`src/otl_pkg.sv`:
```
// constants shared by the operating-time logger
// assumes one system clock at the rate below and a one-second time base
package otl_pkg;

  // ***************************************************************
  // clock and time base
  // ***************************************************************
  localparam int unsigned CLK_PERIOD_NS  = 100;
  localparam int unsigned TICK_PERIOD_NS = 1000000000;
  localparam int unsigned TICK_CYCLES_DEF = TICK_PERIOD_NS / CLK_PERIOD_NS;
  localparam int unsigned TICK_W         = 24;

  // ***************************************************************
  // counter layout
  // ***************************************************************
  localparam int unsigned TIME_W        = 20;
  localparam logic [TIME_W-1:0] TIME_ZERO  = 20'h00000;
  localparam logic [TIME_W-1:0] TIME_ONE   = 20'h00001;
  // 99,999.9 hours in tenths
  localparam logic [TIME_W-1:0] TENTHS_MAX = 20'hf423f;
  // 999,999 seconds
  localparam logic [TIME_W-1:0] SEC_MAX    = 20'hf423f;
  localparam int unsigned SEC_PER_TENTH = 360;
  localparam int unsigned SUB_W         = 9;
  localparam logic [SUB_W-1:0] SUB_ZERO = 9'h000;
  localparam logic [SUB_W-1:0] SUB_ONE  = 9'h001;
  localparam logic [SUB_W-1:0] SUB_LAST = SUB_W'(SEC_PER_TENTH - 1);

  // ***************************************************************
  // comparators and display selection
  // ***************************************************************
  localparam int unsigned GROUP_NUM     = 2;
  localparam int unsigned CMP_PER_GROUP = 3;
  localparam int unsigned CMP_NUM       = GROUP_NUM * CMP_PER_GROUP;
  localparam int unsigned SEL_W         = 3;
  localparam logic [SEL_W-1:0] SEL_OP   = 3'h0;

  // index 1..6 of comparator letter l (0=A) in group g (0=group 1)
  function automatic int unsigned cmp_index(input int unsigned g, input int unsigned l);
    return l * GROUP_NUM + g + 1;
  endfunction

endpackage
```
`src/otl_accum.sv`:
```
// one elapsed-time accumulator: seconds and tenths of an hour
// assumes a one-cycle tick once a second and a synchronous clear
`timescale 1ns/100ps
`default_nettype none
module otl_accum
  import otl_pkg::*;
(
  // clock and reset
  input  wire logic              i_sys_clk,
  input  wire logic              i_rst_n,
  // control
  input  wire logic              i_tick,
  input  wire logic              i_enable,
  input  wire logic              i_clear,
  // accumulated time
  output logic      [TIME_W-1:0] o_tenths,
  output logic      [TIME_W-1:0] o_secs
);

  logic [SUB_W-1:0] sub;
  logic             step;

  assign step = i_tick && i_enable && !i_clear;

  // ***************************************************************
  // seconds within the current tenth of an hour
  // ***************************************************************
  always_ff @(posedge i_sys_clk or negedge i_rst_n) begin
    if (!i_rst_n) begin
      sub <= SUB_ZERO;
    end else if (i_clear) begin
      sub <= SUB_ZERO;
    end else if (step) begin
      sub <= (sub == SUB_LAST) ? SUB_ZERO : sub + SUB_ONE;
    end
  end

  // ***************************************************************
  // tenths of an hour, decimal fraction, saturating
  // ***************************************************************
  always_ff @(posedge i_sys_clk or negedge i_rst_n) begin
    if (!i_rst_n) begin
      o_tenths <= TIME_ZERO;
    end else if (i_clear) begin
      o_tenths <= TIME_ZERO;
    end else if (step && sub == SUB_LAST && o_tenths != TENTHS_MAX) begin
      o_tenths <= o_tenths + TIME_ONE;
    end
  end

  // ***************************************************************
  // whole seconds, saturating at the display switch point
  // ***************************************************************
  always_ff @(posedge i_sys_clk or negedge i_rst_n) begin
    if (!i_rst_n) begin
      o_secs <= TIME_ZERO;
    end else if (i_clear) begin
      o_secs <= TIME_ZERO;
    end else if (step && o_secs != SEC_MAX) begin
      o_secs <= o_secs + TIME_ONE;
    end
  end

  // ***************************************************************
  // checks
  // ***************************************************************
  hold_when_idle_a: assert property (@(posedge i_sys_clk) disable iff (!i_rst_n)
    !i_enable && !i_clear |=> o_tenths == $past(o_tenths) && o_secs == $past(o_secs))
    else $error("counter moved while not enabled");

  clear_all_a: assert property (@(posedge i_sys_clk) disable iff (!i_rst_n)
    i_clear |=> o_tenths == TIME_ZERO && o_secs == TIME_ZERO && sub == SUB_ZERO)
    else $error("clear did not zero the counter");

  never_down_a: assert property (@(posedge i_sys_clk) disable iff (!i_rst_n)
    !i_clear |=> o_tenths >= $past(o_tenths) && o_secs >= $past(o_secs))
    else $error("counter decreased without clear");

  tenth_step_a: assert property (@(posedge i_sys_clk) disable iff (!i_rst_n)
    step && sub == SUB_LAST && o_tenths != TENTHS_MAX |=> o_tenths == $past(o_tenths) + TIME_ONE)
    else $error("tenth step missed after 360 seconds");

  no_early_tenth_a: assert property (@(posedge i_sys_clk) disable iff (!i_rst_n)
    sub != SUB_LAST && !i_clear |=> o_tenths == $past(o_tenths))
    else $error("tenth advanced before 360 seconds");

  saturate_a: assert property (@(posedge i_sys_clk) disable iff (!i_rst_n)
    o_tenths <= TENTHS_MAX && o_secs <= SEC_MAX)
    else $error("counter passed its limit");

endmodule
`default_nettype wire

```
`src/otl_logger.sv`:
```
// operating-time logger: operating hours plus six comparator run times
// assumes synchronous inputs; the clear command comes only from the host
//
// Overview of operation
// - operating hours count tenths while acquiring
// - operating hours can be cleared only by reset
// - comparator time accumulates only during violation
// - indices 1..6 map 1A,2A,1B,2B,1C,2C
// - seconds shown below 999,999, then hours
// - displayed hours limited to 99,999.9
// - host command clears all six together
// - hour fraction is decimal, 360 s tenth
// - two groups of three comparators A-C
`timescale 1ns/100ps
`default_nettype none
module otl_logger
  import otl_pkg::*;
#(
  parameter int unsigned TICK_CYCLES = TICK_CYCLES_DEF
)
(
  // clock and reset
  input  wire logic              i_sys_clk,
  input  wire logic              i_rst_n,
  // device state
  input  wire logic              i_acquiring,
  // comparator results, bit 0 = A, high = violation
  input  wire logic      [CMP_PER_GROUP-1:0] i_cmp_viol_g1,
  input  wire logic      [CMP_PER_GROUP-1:0] i_cmp_viol_g2,
  // host reset command for all comparator times
  input  wire logic              i_cmp_clear,
  // display query
  input  wire logic  [SEL_W-1:0] i_sel,
  // display answer
  output logic      [TIME_W-1:0] o_disp_value,
  output logic                   o_disp_hours,
  output logic      [TIME_W-1:0] o_op_tenths
);

  localparam logic [TICK_W-1:0] TICK_LAST = TICK_W'(TICK_CYCLES - 1);
  localparam logic [TICK_W-1:0] TICK_ONE  = 24'h000001;
  localparam logic [TICK_W-1:0] TICK_ZERO = 24'h000000;

  generate
    if (TICK_CYCLES < 1 || TICK_CYCLES > (1 << TICK_W)) begin : g_bad_tick
      $error("TICK_CYCLES out of range");
    end
  endgenerate

  logic [TICK_W-1:0] tick_cnt;
  logic              tick;
  logic [TIME_W-1:0] cmp_tenths [1:CMP_NUM];
  logic [TIME_W-1:0] cmp_secs   [1:CMP_NUM];
  logic [TIME_W-1:0] next_disp_value;
  logic              next_disp_hours;

  // ***************************************************************
  // one-second time base
  // ***************************************************************
  always_ff @(posedge i_sys_clk or negedge i_rst_n) begin
    if (!i_rst_n) begin
      tick_cnt <= TICK_ZERO;
    end else if (tick_cnt == TICK_LAST) begin
      tick_cnt <= TICK_ZERO;
    end else begin
      tick_cnt <= tick_cnt + TICK_ONE;
    end
  end

  always_ff @(posedge i_sys_clk or negedge i_rst_n) begin
    if (!i_rst_n) begin
      tick <= 1'b0;
    end else begin
      tick <= (tick_cnt == TICK_LAST);
    end
  end

  // ***************************************************************
  // operating hours counter
  // ***************************************************************
  otl_accum u_op (
    .i_sys_clk (i_sys_clk),
    .i_rst_n   (i_rst_n),
    .i_tick    (tick),
    .i_enable  (i_acquiring),
    .i_clear   (1'b0),
    .o_tenths  (o_op_tenths),
    .o_secs    ()
  );

  // ***************************************************************
  // comparator run-time accumulators
  // ***************************************************************
  generate
    for (genvar g = 0; g < GROUP_NUM; g++) begin : g_grp
      for (genvar l = 0; l < CMP_PER_GROUP; l++) begin : g_cmp
        localparam int unsigned IDX = cmp_index(g, l);
        otl_accum u_acc (
          .i_sys_clk (i_sys_clk),
          .i_rst_n   (i_rst_n),
          .i_tick    (tick),
          .i_enable  ((g == 0) ? i_cmp_viol_g1[l] : i_cmp_viol_g2[l]),
          .i_clear   (i_cmp_clear),
          .o_tenths  (cmp_tenths[IDX]),
          .o_secs    (cmp_secs[IDX])
        );
      end
    end
  endgenerate

  // ***************************************************************
  // display selection and unit switch-over
  // ***************************************************************
  always_comb begin
    next_disp_value = TIME_ZERO;
    next_disp_hours = 1'b0;
    if (i_sel == SEL_OP) begin
      next_disp_value = o_op_tenths;
      next_disp_hours = 1'b1;
    end else if (int'(i_sel) <= CMP_NUM) begin
      if (cmp_secs[i_sel] == SEC_MAX) begin
        next_disp_value = cmp_tenths[i_sel];
        next_disp_hours = 1'b1;
      end else begin
        next_disp_value = cmp_secs[i_sel];
        next_disp_hours = 1'b0;
      end
    end
  end

  always_ff @(posedge i_sys_clk or negedge i_rst_n) begin
    if (!i_rst_n) begin
      o_disp_value <= TIME_ZERO;
      o_disp_hours <= 1'b0;
    end else begin
      o_disp_value <= next_disp_value;
      o_disp_hours <= next_disp_hours;
    end
  end

  // ***************************************************************
  // checks
  // ***************************************************************
  tick_single_a: assert property (@(posedge i_sys_clk) disable iff (!i_rst_n)
    tick && TICK_CYCLES > 1 |=> !tick)
    else $error("tick longer than one cycle");

  op_in_hours_a: assert property (@(posedge i_sys_clk) disable iff (!i_rst_n)
    i_sel == SEL_OP |=> o_disp_hours && o_disp_value == $past(o_op_tenths))
    else $error("operating hours not shown in hours");

  index_map_a: assert property (@(posedge i_sys_clk) disable iff (!i_rst_n)
    i_sel == 3'h2 && g_grp[1].g_cmp[0].u_acc.o_secs != SEC_MAX |=>
      o_disp_value == $past(g_grp[1].g_cmp[0].u_acc.o_secs))
    else $error("index 2 does not show group 2 A");

  unit_switch_a: assert property (@(posedge i_sys_clk) disable iff (!i_rst_n)
    i_sel != SEL_OP && int'(i_sel) <= CMP_NUM |=>
      o_disp_hours == $past(cmp_secs[i_sel] == SEC_MAX))
    else $error("unit switch not at 999,999 seconds");

  disp_limit_a: assert property (@(posedge i_sys_clk) disable iff (!i_rst_n)
    o_disp_value <= TENTHS_MAX)
    else $error("displayed time beyond limit");

endmodule
`default_nettype wire

```
`config.mk`:
```
export PLATFORM = sky130hd
export DESIGN_NAME = otl_logger
export DESIGN_NICKNAME = d
export VERILOG_FILES = /design/src/otl_pkg.sv /design/src/otl_accum.sv /design/src/otl_logger.sv
export SDC_FILE = /design/constraint.sdc
export NUM_CORES = 1
export LEC_CHECK = 0
export BUFFER_PORTS_ARGS = -buffer_cell sky130_fd_sc_hd__buf_2
export CORE_MARGIN = 2
export CORE_UTILIZATION = 59
export CTS_BUF_LIST = sky130_fd_sc_hd__clkbuf_4 sky130_fd_sc_hd__clkbuf_8
export DETAILED_ROUTE_END_ITERATION = 8
export PLACE_DENSITY = 0.86
export SETUP_SLACK_MARGIN = 0.05
export SYNTH_ARGS = -nofsm -noshare
export SYNTH_HDL_FRONTEND = slang
export SYNTH_SLANG_ARGS = --single-unit
```
`constraint.sdc`:
```
create_clock -name i_sys_clk -period 2.7 [get_ports i_sys_clk]
set_clock_uncertainty 0.05 [all_clocks]
set_input_delay 0.675 -clock i_sys_clk [delete_from_list [all_inputs] [get_ports i_sys_clk]]
set_output_delay 0.675 -clock i_sys_clk [all_outputs]
set_load 0.01 [all_outputs]
```
Word level (Yosys, flattened, before mapping)
Cells that the tools add are included.

Add/subtract/negate cells: 21. $mul: 0. Divide/modulo/power cells: 0. $lt $le $gt $ge: 2. Equality and inequality tests: 22. Shift-type cells: 0. Muxes and demuxes: 56. Bitwise operators: 1. Reductions and logical operators: 53.

Operator list (count): $mux 20 (31); $add 20x1->20 const B (13); $ne 20x20->1 const B (13); $mux 9 (19); $bmux 20 s3 (2); $add 9x1->9 const B (7); $eq 9x9->1 const B (7); $reduce_bool 2->1 (18); $logic_and 1x1->1 (33); $add 24x1->24 const B (1); $eq 24x24->1 const B (1); $mux 24 (1); $eq 20x20->1 const B (1); $ge 4x4->1 const B (1); $not 3->4 (1); $le 3x3->1 const B (1); $logic_not 3->1 (1); $mux 1 (3); $logic_not 1->1 (1).

Bits in registers: 369. Latch bits: 0. Memory bits (writable): 0. Bits in read-only memories: 0. Bits of input ports: 13. Output and inout port bits: 41. Word-level logic and storage cells: 179. Memories: 0.

Depth between registers and ports, before layout
Gate-level depths: netlist of the first run.

Depth after elaboration: 8. Depth in mapped cells: 12. Gate-level depth less buffers: 7.

By module
A second synthesis of the first run with hierarchy kept.

Cells, all modules: 2448. Area total of the unflattened synthesis: 22874.4 sq um.

By module, submodules not included: otl_accum (instances 7, cells each 284, area each 2678.8 sq um, seq. area each 1226.2 sq um); otl_logger (instances 1, cells each 460, area each 4122.7 sq um, seq. area each 1151.1 sq um).

Least setup slack after synthesis of the first run
No wires, ideal clock.

Kind: input -> register. Start: input port i_sel[0]. End: register o_disp_value[9]. Library setup time: 124 ps. Arrival time: 2909 ps. Data required time: 2526 ps. Slack: -383 ps. Stages: 8. Buffers on the path: 2. Cell sequence: buf_2 -> nor2b_4 -> a221o_1 -> or4_1 -> o22a_1 -> or4_1 -> clkbuf_1 -> o31a_1.

Longest elaborated chain between the ends: 8. Elaborated cells on any way between the ends: 13. Those cells by class: order compare (1); eq/ne (1); mux (9); bitwise (1); reduce/logical (1).

RTL lines: from (decl) (line otl_logger.sv:33) `input wire logic [SEL_W-1:0] i_sel,`; $not 3->4 (not written as such) (line otl_logger.sv:121, otl_logger.sv:122, otl_logger.sv:125); $bmux 20 s3 (line otl_logger.sv:121, otl_logger.sv:125); $mux 20 (not written as such) (2 in series) (line otl_logger.sv:121, otl_logger.sv:125); $eq 20x20->1 (line otl_logger.sv:121) `if (cmp_secs[i_sel] == SEC_MAX) begin`; $mux 20 (line otl_logger.sv:121); $mux 20 (line otl_logger.sv:120) `end else if (int'(i_sel) <= CMP_NUM) begin`; $mux 20 (*) (line otl_logger.sv:117) `if (i_sel == SEL_OP) begin`; net next_disp_value[9] (line otl_logger.sv:54) `logic [TIME_W-1:0] next_disp_value;`; to (signal assigned) (line otl_logger.sv:136) `o_disp_value <= next_disp_value;`; to (decl) (line otl_logger.sv:35) `output logic [TIME_W-1:0] o_disp_value,`.

The timed path passes the listed nets; every way through them passes the cells marked *. The select of a mux whose other input is x is not followed. A chain may end at the register's enable or synchronous reset.

Worst setup path after layout of the first run
Start: register g_grp[0].g_cmp[2].u_acc.o_secs[13]. End: register o_disp_value[11].

Longest elaborated chain between the ends: 7.

RTL lines: from (decl) (line otl_accum.sv:17) `output logic [TIME_W-1:0] o_secs`; from (signal assigned) (line otl_accum.sv:60) `o_secs <= o_secs + TIME_ONE;`; $bmux 20 s3 (line otl_logger.sv:121); $mux 20 (not written as such) (2 in series) (line otl_logger.sv:121); $eq 20x20->1 (line otl_logger.sv:121); $mux 20 (line otl_logger.sv:121); $mux 20 (line otl_logger.sv:120); $mux 20 (line otl_logger.sv:117); net next_disp_value[11] (line otl_logger.sv:54).

The timed path passes the listed nets, and every way through them passes these cells. The select of a mux whose other input is x is not followed.

==> flow_summary_export.csv, run 1 <==
group,metric,value,unit
outcome,outcome,"complete, but fails checks",
outcome,violations,"negative setup slack",
yosys,synth-seq-area-share,44.94,%
critical_path,worstPathMaxFanout,6,
die,die_h,190.6,µm
sta,hold_ws,0.2832,ns
yosys,netlist_area,20550,µm²
die,start_util,59.63,%
final_layout,drive_gt1_share,16.35,%
critical_path,critical_path_arrival,3.21,ns
detailed_routing,ant_nets,0,
pwr,pwr_density_cell,493.6,nW/µm²
global_route,grt_pass1_vias,17580,
detailed_routing,drt_pass1_iterations,7,
sta,finalWorstSetupSlack,-0.05306,ns
sta,slew_headroom,15.04,%
detailed_routing,drc_errors,0,
placed_design,dp_hpwl,40520,µm
placed_design,globalplace.congestion,0.9566,
yosys,synth_edf_count,0,
clocking,clock_path_buffers,3,
die,io_pins,54,
yosys,syn-num-nets,2220,
yosys,synth_most_common_cell,"dfrtp_1",
final_layout,num-fill-cells,2533,
die,coreArea,34460,µm²
yosys,avgSynthCellArea,9.400,µm²
yosys,yosys_warnings,0,
sta,max_freq,363.2,MHz
yosys,yosysTopAreaCellShare,44.94,%
clocking,path_clk_slew,0.06,ns
pwr,peakVddDrop,0.4536,mV
global_route,antenna_found_initial,1,
detailed_routing,wl,57980,µm
final_layout,layout.nets,2384,
global_route,grt_overflow,0,
critical_path,path_class,"reg2reg",
global_route,grt_pass1_wl,92730,µm
detailed_routing,post_drt_via_cell_ratio,6.477,
clocking,htreeDepth,3,
die,floorplan.die_area,36340,µm²
final_layout,n_antenna_cell,0,
yosys,ys_seq_elements,369,
sta,worst_pin_slew,1.265,ns
yosys,synth_top_area_cell,"dfrtp_1",
global_route,grt_max_degree,111,
detailed_routing,vias,18480,
yosys,synth_top_cells_by_area,"dfrtp_1, xor2_1, nor2_1, xnor2_1, o21ai_0",
clocking,cts_buffers,66,
clocking,cts.sinks,369,
final_layout,synthToLayoutAreaGrowth,15.53,%
yosys,synthArstFlopShare,100.0,%
pwr,power_leakage,10.47,nW
min_path,hold_class,"in2reg",
sta,fin_crit_sh,102.0,%
clocking,clk_latency,0.64,ns
clocking,cts_root_buffer,"clkbuf_8",
yosys,yosysUniqueCellTypes,72,
yosys,synth_ff_type,"dfrtp_1",
sta,hold_viol,0,
sta,setup_violations,5,
sta,maxSlewViolCount,0,
global_route,groute.usage.overall,32.26,%
placed_design,numPortBuffers,53,
clocking,cts_tree,"done",
yosys,ys_top_cells_by_count,"dfrtp_1, nor2_1, nand2_1, o21ai_0, nand3_1",
critical_path,critical_path_required,3.16,ns
detailed_routing,wire_per_inst,20.32,µm
job,maxCapViolations,0,
die,rows,68,
critical_path,endpoint_kind,"flip-flop",
sta,tns,-0.1305,ns
critical_path,cp-start-kind,"flip-flop",
detailed_routing,drt_iter0_markers,2111,
sta,timing.final.crit_period,2.753,ns
die,die_x,190.6,µm
yosys,syn-instance-count,2186,
sta,rsz0062_at_grt,"yes",
repair_timing:
action	CTS	global route
hold buffers	1	0
hold endpoints to repair	45	0
buffers inserted	0	2
setup endpoints to repair	23	68
pin swaps	2	7
cloned	0	1
gates resized for setup	7	20
cell families after synthesis:
| logic type | after synthesis | synth area share [%] |
|---|---|---|
| flip-flops | 369 | 44.94 |
| AO/OA/AOI/OAI | 383 | 11.82 |
| XOR/XNOR | 209 | 8.908 |
| multiplexers | 104 | 5.998 |
| adder cells (fa/ha/maj) | 21 | 1.279 |
| buffers and inverters | 132 | 2.557 |
| AND/OR/NAND/NOR | 968 | 24.50 |
cells in the final DEF (no fill, tap or decap), types with 26 or more instances in the layout:
cell	instances
or3_1	26
o21ai_0	144
nor2_1	253
a21oi_1	81
o31ai_1	26
xor2_1	121
nand3_1	126
inv_1	42
mux2i_1	59
xnor2_1	88
buf_4	123
clkbuf_8	84
nand4_1	76
dfrtp_1	368
nand2_1	172
mux2_2	32
and3_1	88
nor3_1	44
buf_2	49
nand2b_1	27
stage by stage:
stage                     power [W]  worst slack (ns)  area, µm²  cells  utilization, %
final                       0.01172          -0.05306      23740   2853           68.90
after global routing        0.01209          -0.05069      23740   2853           68.90
after CTS                   0.01177         -0.006033      23630   2850           68.58
after detailed placement   0.006123           -0.5226      22160   2733           64.31
after global placement     0.006116           -0.4683      22160   2733           64.31
after floorplan            0.005874           -0.2374      20650   2186               -
power breakdown:
part	internal, W	total [W]	switching, W
Clock	0.00328	0.00569	0.00240
Sequential	0.00554	0.00556	0.0000155
Combinational	0.000138	0.000472	0.000334
Total	0.00896	0.0117	0.00275
state kept, by name (all words and copies together) (netlist names), 9 cells and up:
register                    cells
g_grp.g_cmp.u_acc.o_secs      120
g_grp.g_cmp.u_acc.o_tenths    120
g_grp.g_cmp.u_acc.sub          54
tick_cnt                       24
o_disp_value                   20
u_op.o_tenths                  20
u_op.sub                        9
layout make-up:
type | count | area [µm²] | share of cell area [%]
Clock buffer | 105 | 1314 | 5.534
Clock inverter | 11 | 121.4 | 0.5112
Inverter | 43 | 161.4 | 0.6799
Multi-Input combinational cell | 1685 | 10970 | 46.21
Sequential cell | 369 | 9235 | 38.90
Tap cell | 455 | 569.3 | 2.398
Timing Repair Buffer | 185 | 1370 | 5.771
layer usage:
metal  global-route usage, %  vias to the layer above  part of all wire (%)
met5                       0                        -                     0
met2                   50.66                      941                    47
met1                   43.45                     9098                    41
met3                   6.496                      166                   8.7
met4                   14.52                        0                   4.1
li1                        -                     8274                     -
worst max-delay path, stage by stage, from the launching register on:
cell and delay (ns):
dfrtp_1 0.42, mux2_4 0.27, a221o_1 0.35, or4b_1 0.53, o22a_1 0.25, or4_4 0.49
o32ai_1 0.28
path summary, 6_finish.rpt:
path,startpoint,to,slack [ns],cells past startpoint
worst min-delay path,i_cmp_clear,g_grp[1].g_cmp[2].u_acc.o_secs[6]$_DFFE_PN0P_,0.28,2
worst min register to register,g_grp[0].g_cmp[1].u_acc.sub[8]$_DFFE_PN0P_,g_grp[0].g_cmp[1].u_acc.sub[8]$_DFFE_PN0P_,0.43,1
min in group asynchronous,i_rst_n,tick_cnt[14]$_DFF_PN0_,0.50,2
max in group asynchronous,i_rst_n,g_grp[1].g_cmp[1].u_acc.o_tenths[15]$_DFFE_PN0P_,1.22,3
worst max-delay path,g_grp[0].g_cmp[2].u_acc.o_secs[13]$_DFFE_PN0P_,o_disp_value[11]$_DFF_PN0_,-0.05,6
worst max register to register,g_grp[0].g_cmp[2].u_acc.o_secs[13]$_DFFE_PN0P_,o_disp_value[11]$_DFF_PN0_,-0.05,6
Note: power is estimated with default switching activity, not from simulation.
==> run 2, diff against run 1 <==
Settings changed: ABC_AREA set to 1.
==> flow_summary_export.csv, run 2 <==
group,metric,value,unit
min_path,hold_class,"in2reg",
die,start_util,59.83,%
detailed_routing,ant_nets,0,
final_layout,drive_gt1_share,8.612,%
yosys,synth_ff_type,"dfrtp_1",
placed_design,numPortBuffers,53,
pwr,p_comb_share,6.3,%
critical_path,path_class,"reg2reg",
global_route,antenna_found_initial,3,
yosys,yosysTopAreaCellShare,38.75,%
die,io_pins,54,
yosys,avgSynthCellArea,7.039,µm²
global_route,groute.usage.overall,34.16,%
critical_path,crit_top_cell,"nand2_1",
detailed_routing,vias,24140,
pwr,power_switching,0.003088,W
final_layout,layout.nets,3512,
sta,tns,0,ns
sta,slew_headroom,56.87,%
pwr,peakVddDrop,0.4315,mV
detailed_routing,drt_pass1_iterations,8,
critical_path,max_stage_delay,0.43,ns
sta,rsz0062_at_grt,"no",
yosys,yosysUniqueCellTypes,45,
clocking,path_clk_slew,0.06,ns
critical_path,critical_path_required,3.19,ns
yosys,synth_most_common_cell,"nand2_1",
critical_path,path_depth,8,
detailed_routing,wl,69980,µm
sta,setup_violations,0,
clocking,cts_buffers,66,
pwr,internal-power,0.009140,W
clocking,cts_tree,"done",
clocking,cts.sinks,369,
yosys,syn-instance-count,3385,
detailed_routing,drt_iter0_markers,3075,
sta,maxSlewViolCount,0,
min_path,min_from,"i_cmp_clear",
global_route,grt_pass1_wl,115900,µm
pwr,power_leakage,11.48,nW
clocking,postCtsSetupBuffers,0,
critical_path,endpoint_kind,"flip-flop",
placed_design,dp_hpwl,51380,µm
final_layout,multi_input_area,12440,µm²
clocking,clk_latency,0.64,ns
die,die_h,205.0,µm
final_layout,num-fill-cells,3517,
yosys,synthArstFlopShare,100.0,%
global_route,grt_pass1_vias,22470,
yosys,yosys_warnings,0,
yosys,synth_top_area_cell,"dfrtp_1",
die,floorplan.die_area,42010,µm²
placed_design,globalplace.congestion,1.011,
sta,max_freq,420.7,MHz
sta,worst_pin_slew,0.6420,ns
pwr,pwr_density_cell,462.1,nW/µm²
critical_path,startpoint,"g_grp[0].g_cmp[0].u_acc.o_secs[1]$_DFFE_PN0P_",
critical_path,rr_worst_depth,8,
global_route,grt_max_degree,94,
critical_path,critPathTopFamily,"simple AND/OR/NAND/NOR gates",
clocking,clock_path_buffers,3,
yosys,synth_edf_count,0,
yosys,synth-seq-area-share,38.75,%
sta,fin_crit_sh,88.03,%
critical_path,slowest_stage,"dfrtp_1",
clocking,htreeDepth,3,
job,maxCapViolations,0,
pwr,p_seq_share,45.7,%
yosys,synth_top_cells_by_area,"dfrtp_1, nand2_1, inv_1, nand3_1, xor2_1",
critical_path,crit-reg2reg-launch,"g_grp[0].g_cmp[0].u_acc.o_secs[1]$_DFFE_PN0P_",
sta,hold_viol,0,
outcome,outcome,"finished clean",
final_layout,seq_area,9234,µm²
yosys,netlist_area,23830,µm²
yosys,syn-num-nets,3419,
final_layout,synthToLayoutAreaGrowth,11.05,%
global_route,grt_overflow,0,
critical_path,path_buf_inv,1,
critical_path,critical_path_arrival,2.87,ns
yosys,ys_seq_elements,369,
final_layout,largest_registers,"g_grp.g_cmp.u_acc.o_secs (120), g_grp.g_cmp.u_acc.o_tenths (120), g_grp.g_cmp.u_acc.sub (54)",
final_layout,final_cell_mix,"nand2_1, inv_1, dfrtp_1, nor2_1, nand3_1",
die,rows,73,
pwr,clkPwrFrac,48.1,%
final_layout,final_common_cell,"nand2_1",
final_layout,final_core_util,66.44,%
critical_path,path_cells,"ha_1 -> nand3_1 -> nor4_1 -> nand4_1 -> nand2_1 -> nand2_1 -> buf_4 -> o21ai_0",
sta,timing.final.crit_period,2.377,ns
detailed_routing,drc_errors,0,
die,die_x,205.0,µm
pwr,swShare,25.25,%
critical_path,worstPathMaxFanout,9,
critical_path,cp-start-kind,"flip-flop",
detailed_routing,post_drt_via_cell_ratio,5.950,
yosys,ys_top_cells_by_count,"nand2_1, inv_1, dfrtp_1, nor2_1, nand3_1",
clocking,cts_root_buffer,"clkbuf_8",
min_path,holdPathStages,2,
detailed_routing,wire_per_inst,17.25,µm
die,coreArea,39820,µm²
==> run 2: repair_timing <==
action	CTS	global route
setup endpoints to repair	0	10
hold buffers	1	0
hold endpoints to repair	51	0
resized for setup	0	2
==> run 2: power by group through the flow <==
stage / clock, W / combinational, W / sequential [W]
2_1_floorplan: 0 / 0.000378 / 0.00568
3_3_place_gp: 0 / 0.000746 / 0.00568
3_5_place_dp: 0 / 0.000751 / 0.00568
4_1_cts: 0.00596 / 0.000756 / 0.00558
5_1_grt: 0.00624 / 0.000844 / 0.00558
6_report: 0.00588 / 0.000769 / 0.00558
==> run 2: final timing paths <==
kind,endpoint,slack (ns)
max in group asynchronous,g_grp[0].g_cmp[2].u_acc.o_tenths[3]$_DFFE_PN0P_,1.32
worst min-delay path,g_grp[1].g_cmp[2].u_acc.o_secs[12]$_DFFE_PN0P_,0.36
worst max-delay path,g_grp[0].g_cmp[0].u_acc.o_secs[10]$_DFFE_PN0P_,0.32
min in group asynchronous,g_grp[0].g_cmp[0].u_acc.sub[6]$_DFFE_PN0P_,0.53
worst min register to register,tick_cnt[0]$_DFF_PN0_,0.46
worst max register to register,g_grp[0].g_cmp[0].u_acc.o_secs[10]$_DFFE_PN0P_,0.32
==> run 2: logic make-up after synthesis <==
logic type / count (synthesis) / synth area share [%]
xor+xnor: 149 / 5.477
fa+ha+maj: 21 / 1.103
flops: 369 / 38.75
simple gates: 1864 / 34.58
compound gates: 448 / 11.04
buf+inv: 534 / 9.047
==> run 2: final cells by class <==
class | instances | area share (%)
clock buffers | 101 | 4.757
diodes | 2 | 0.01891
well taps | 525 | 2.483
flip-flops and latches | 369 | 34.90
multi-input cells | 2482 | 47.03
repair buffers | 139 | 4.029
inverters | 420 | 5.986
clock inverters | 19 | 0.8039
==> run 2: stage by stage <==
stage          power [W]  hold slack, ns  area [µm²]  setup WS, ns  std cells
2_1_floorplan   0.006063          0.3294       23830        0.5821       3385
3_3_place_gp    0.006426          0.4310       24970        0.1354       3934
3_5_place_dp    0.006428          0.4441       24970       0.07671       3934
4_1_cts          0.01230          0.3366       26450        0.1635       4055
5_1_grt          0.01266          0.3537       26460       0.09022       4057
6_report         0.01223          0.3637       26460        0.3231       4057
==> run 2: per-layer routing <==
layer	share of wire, %	track usage [%]	vias to the layer above	wire length [µm]
met5	0	0	-	0
met4	4.0	14.80	0	2828
met3	10	7.970	201	7244
met2	44	50.46	1292	30550
met1	42	48.02	11150	29350
li1	-	-	11500	-
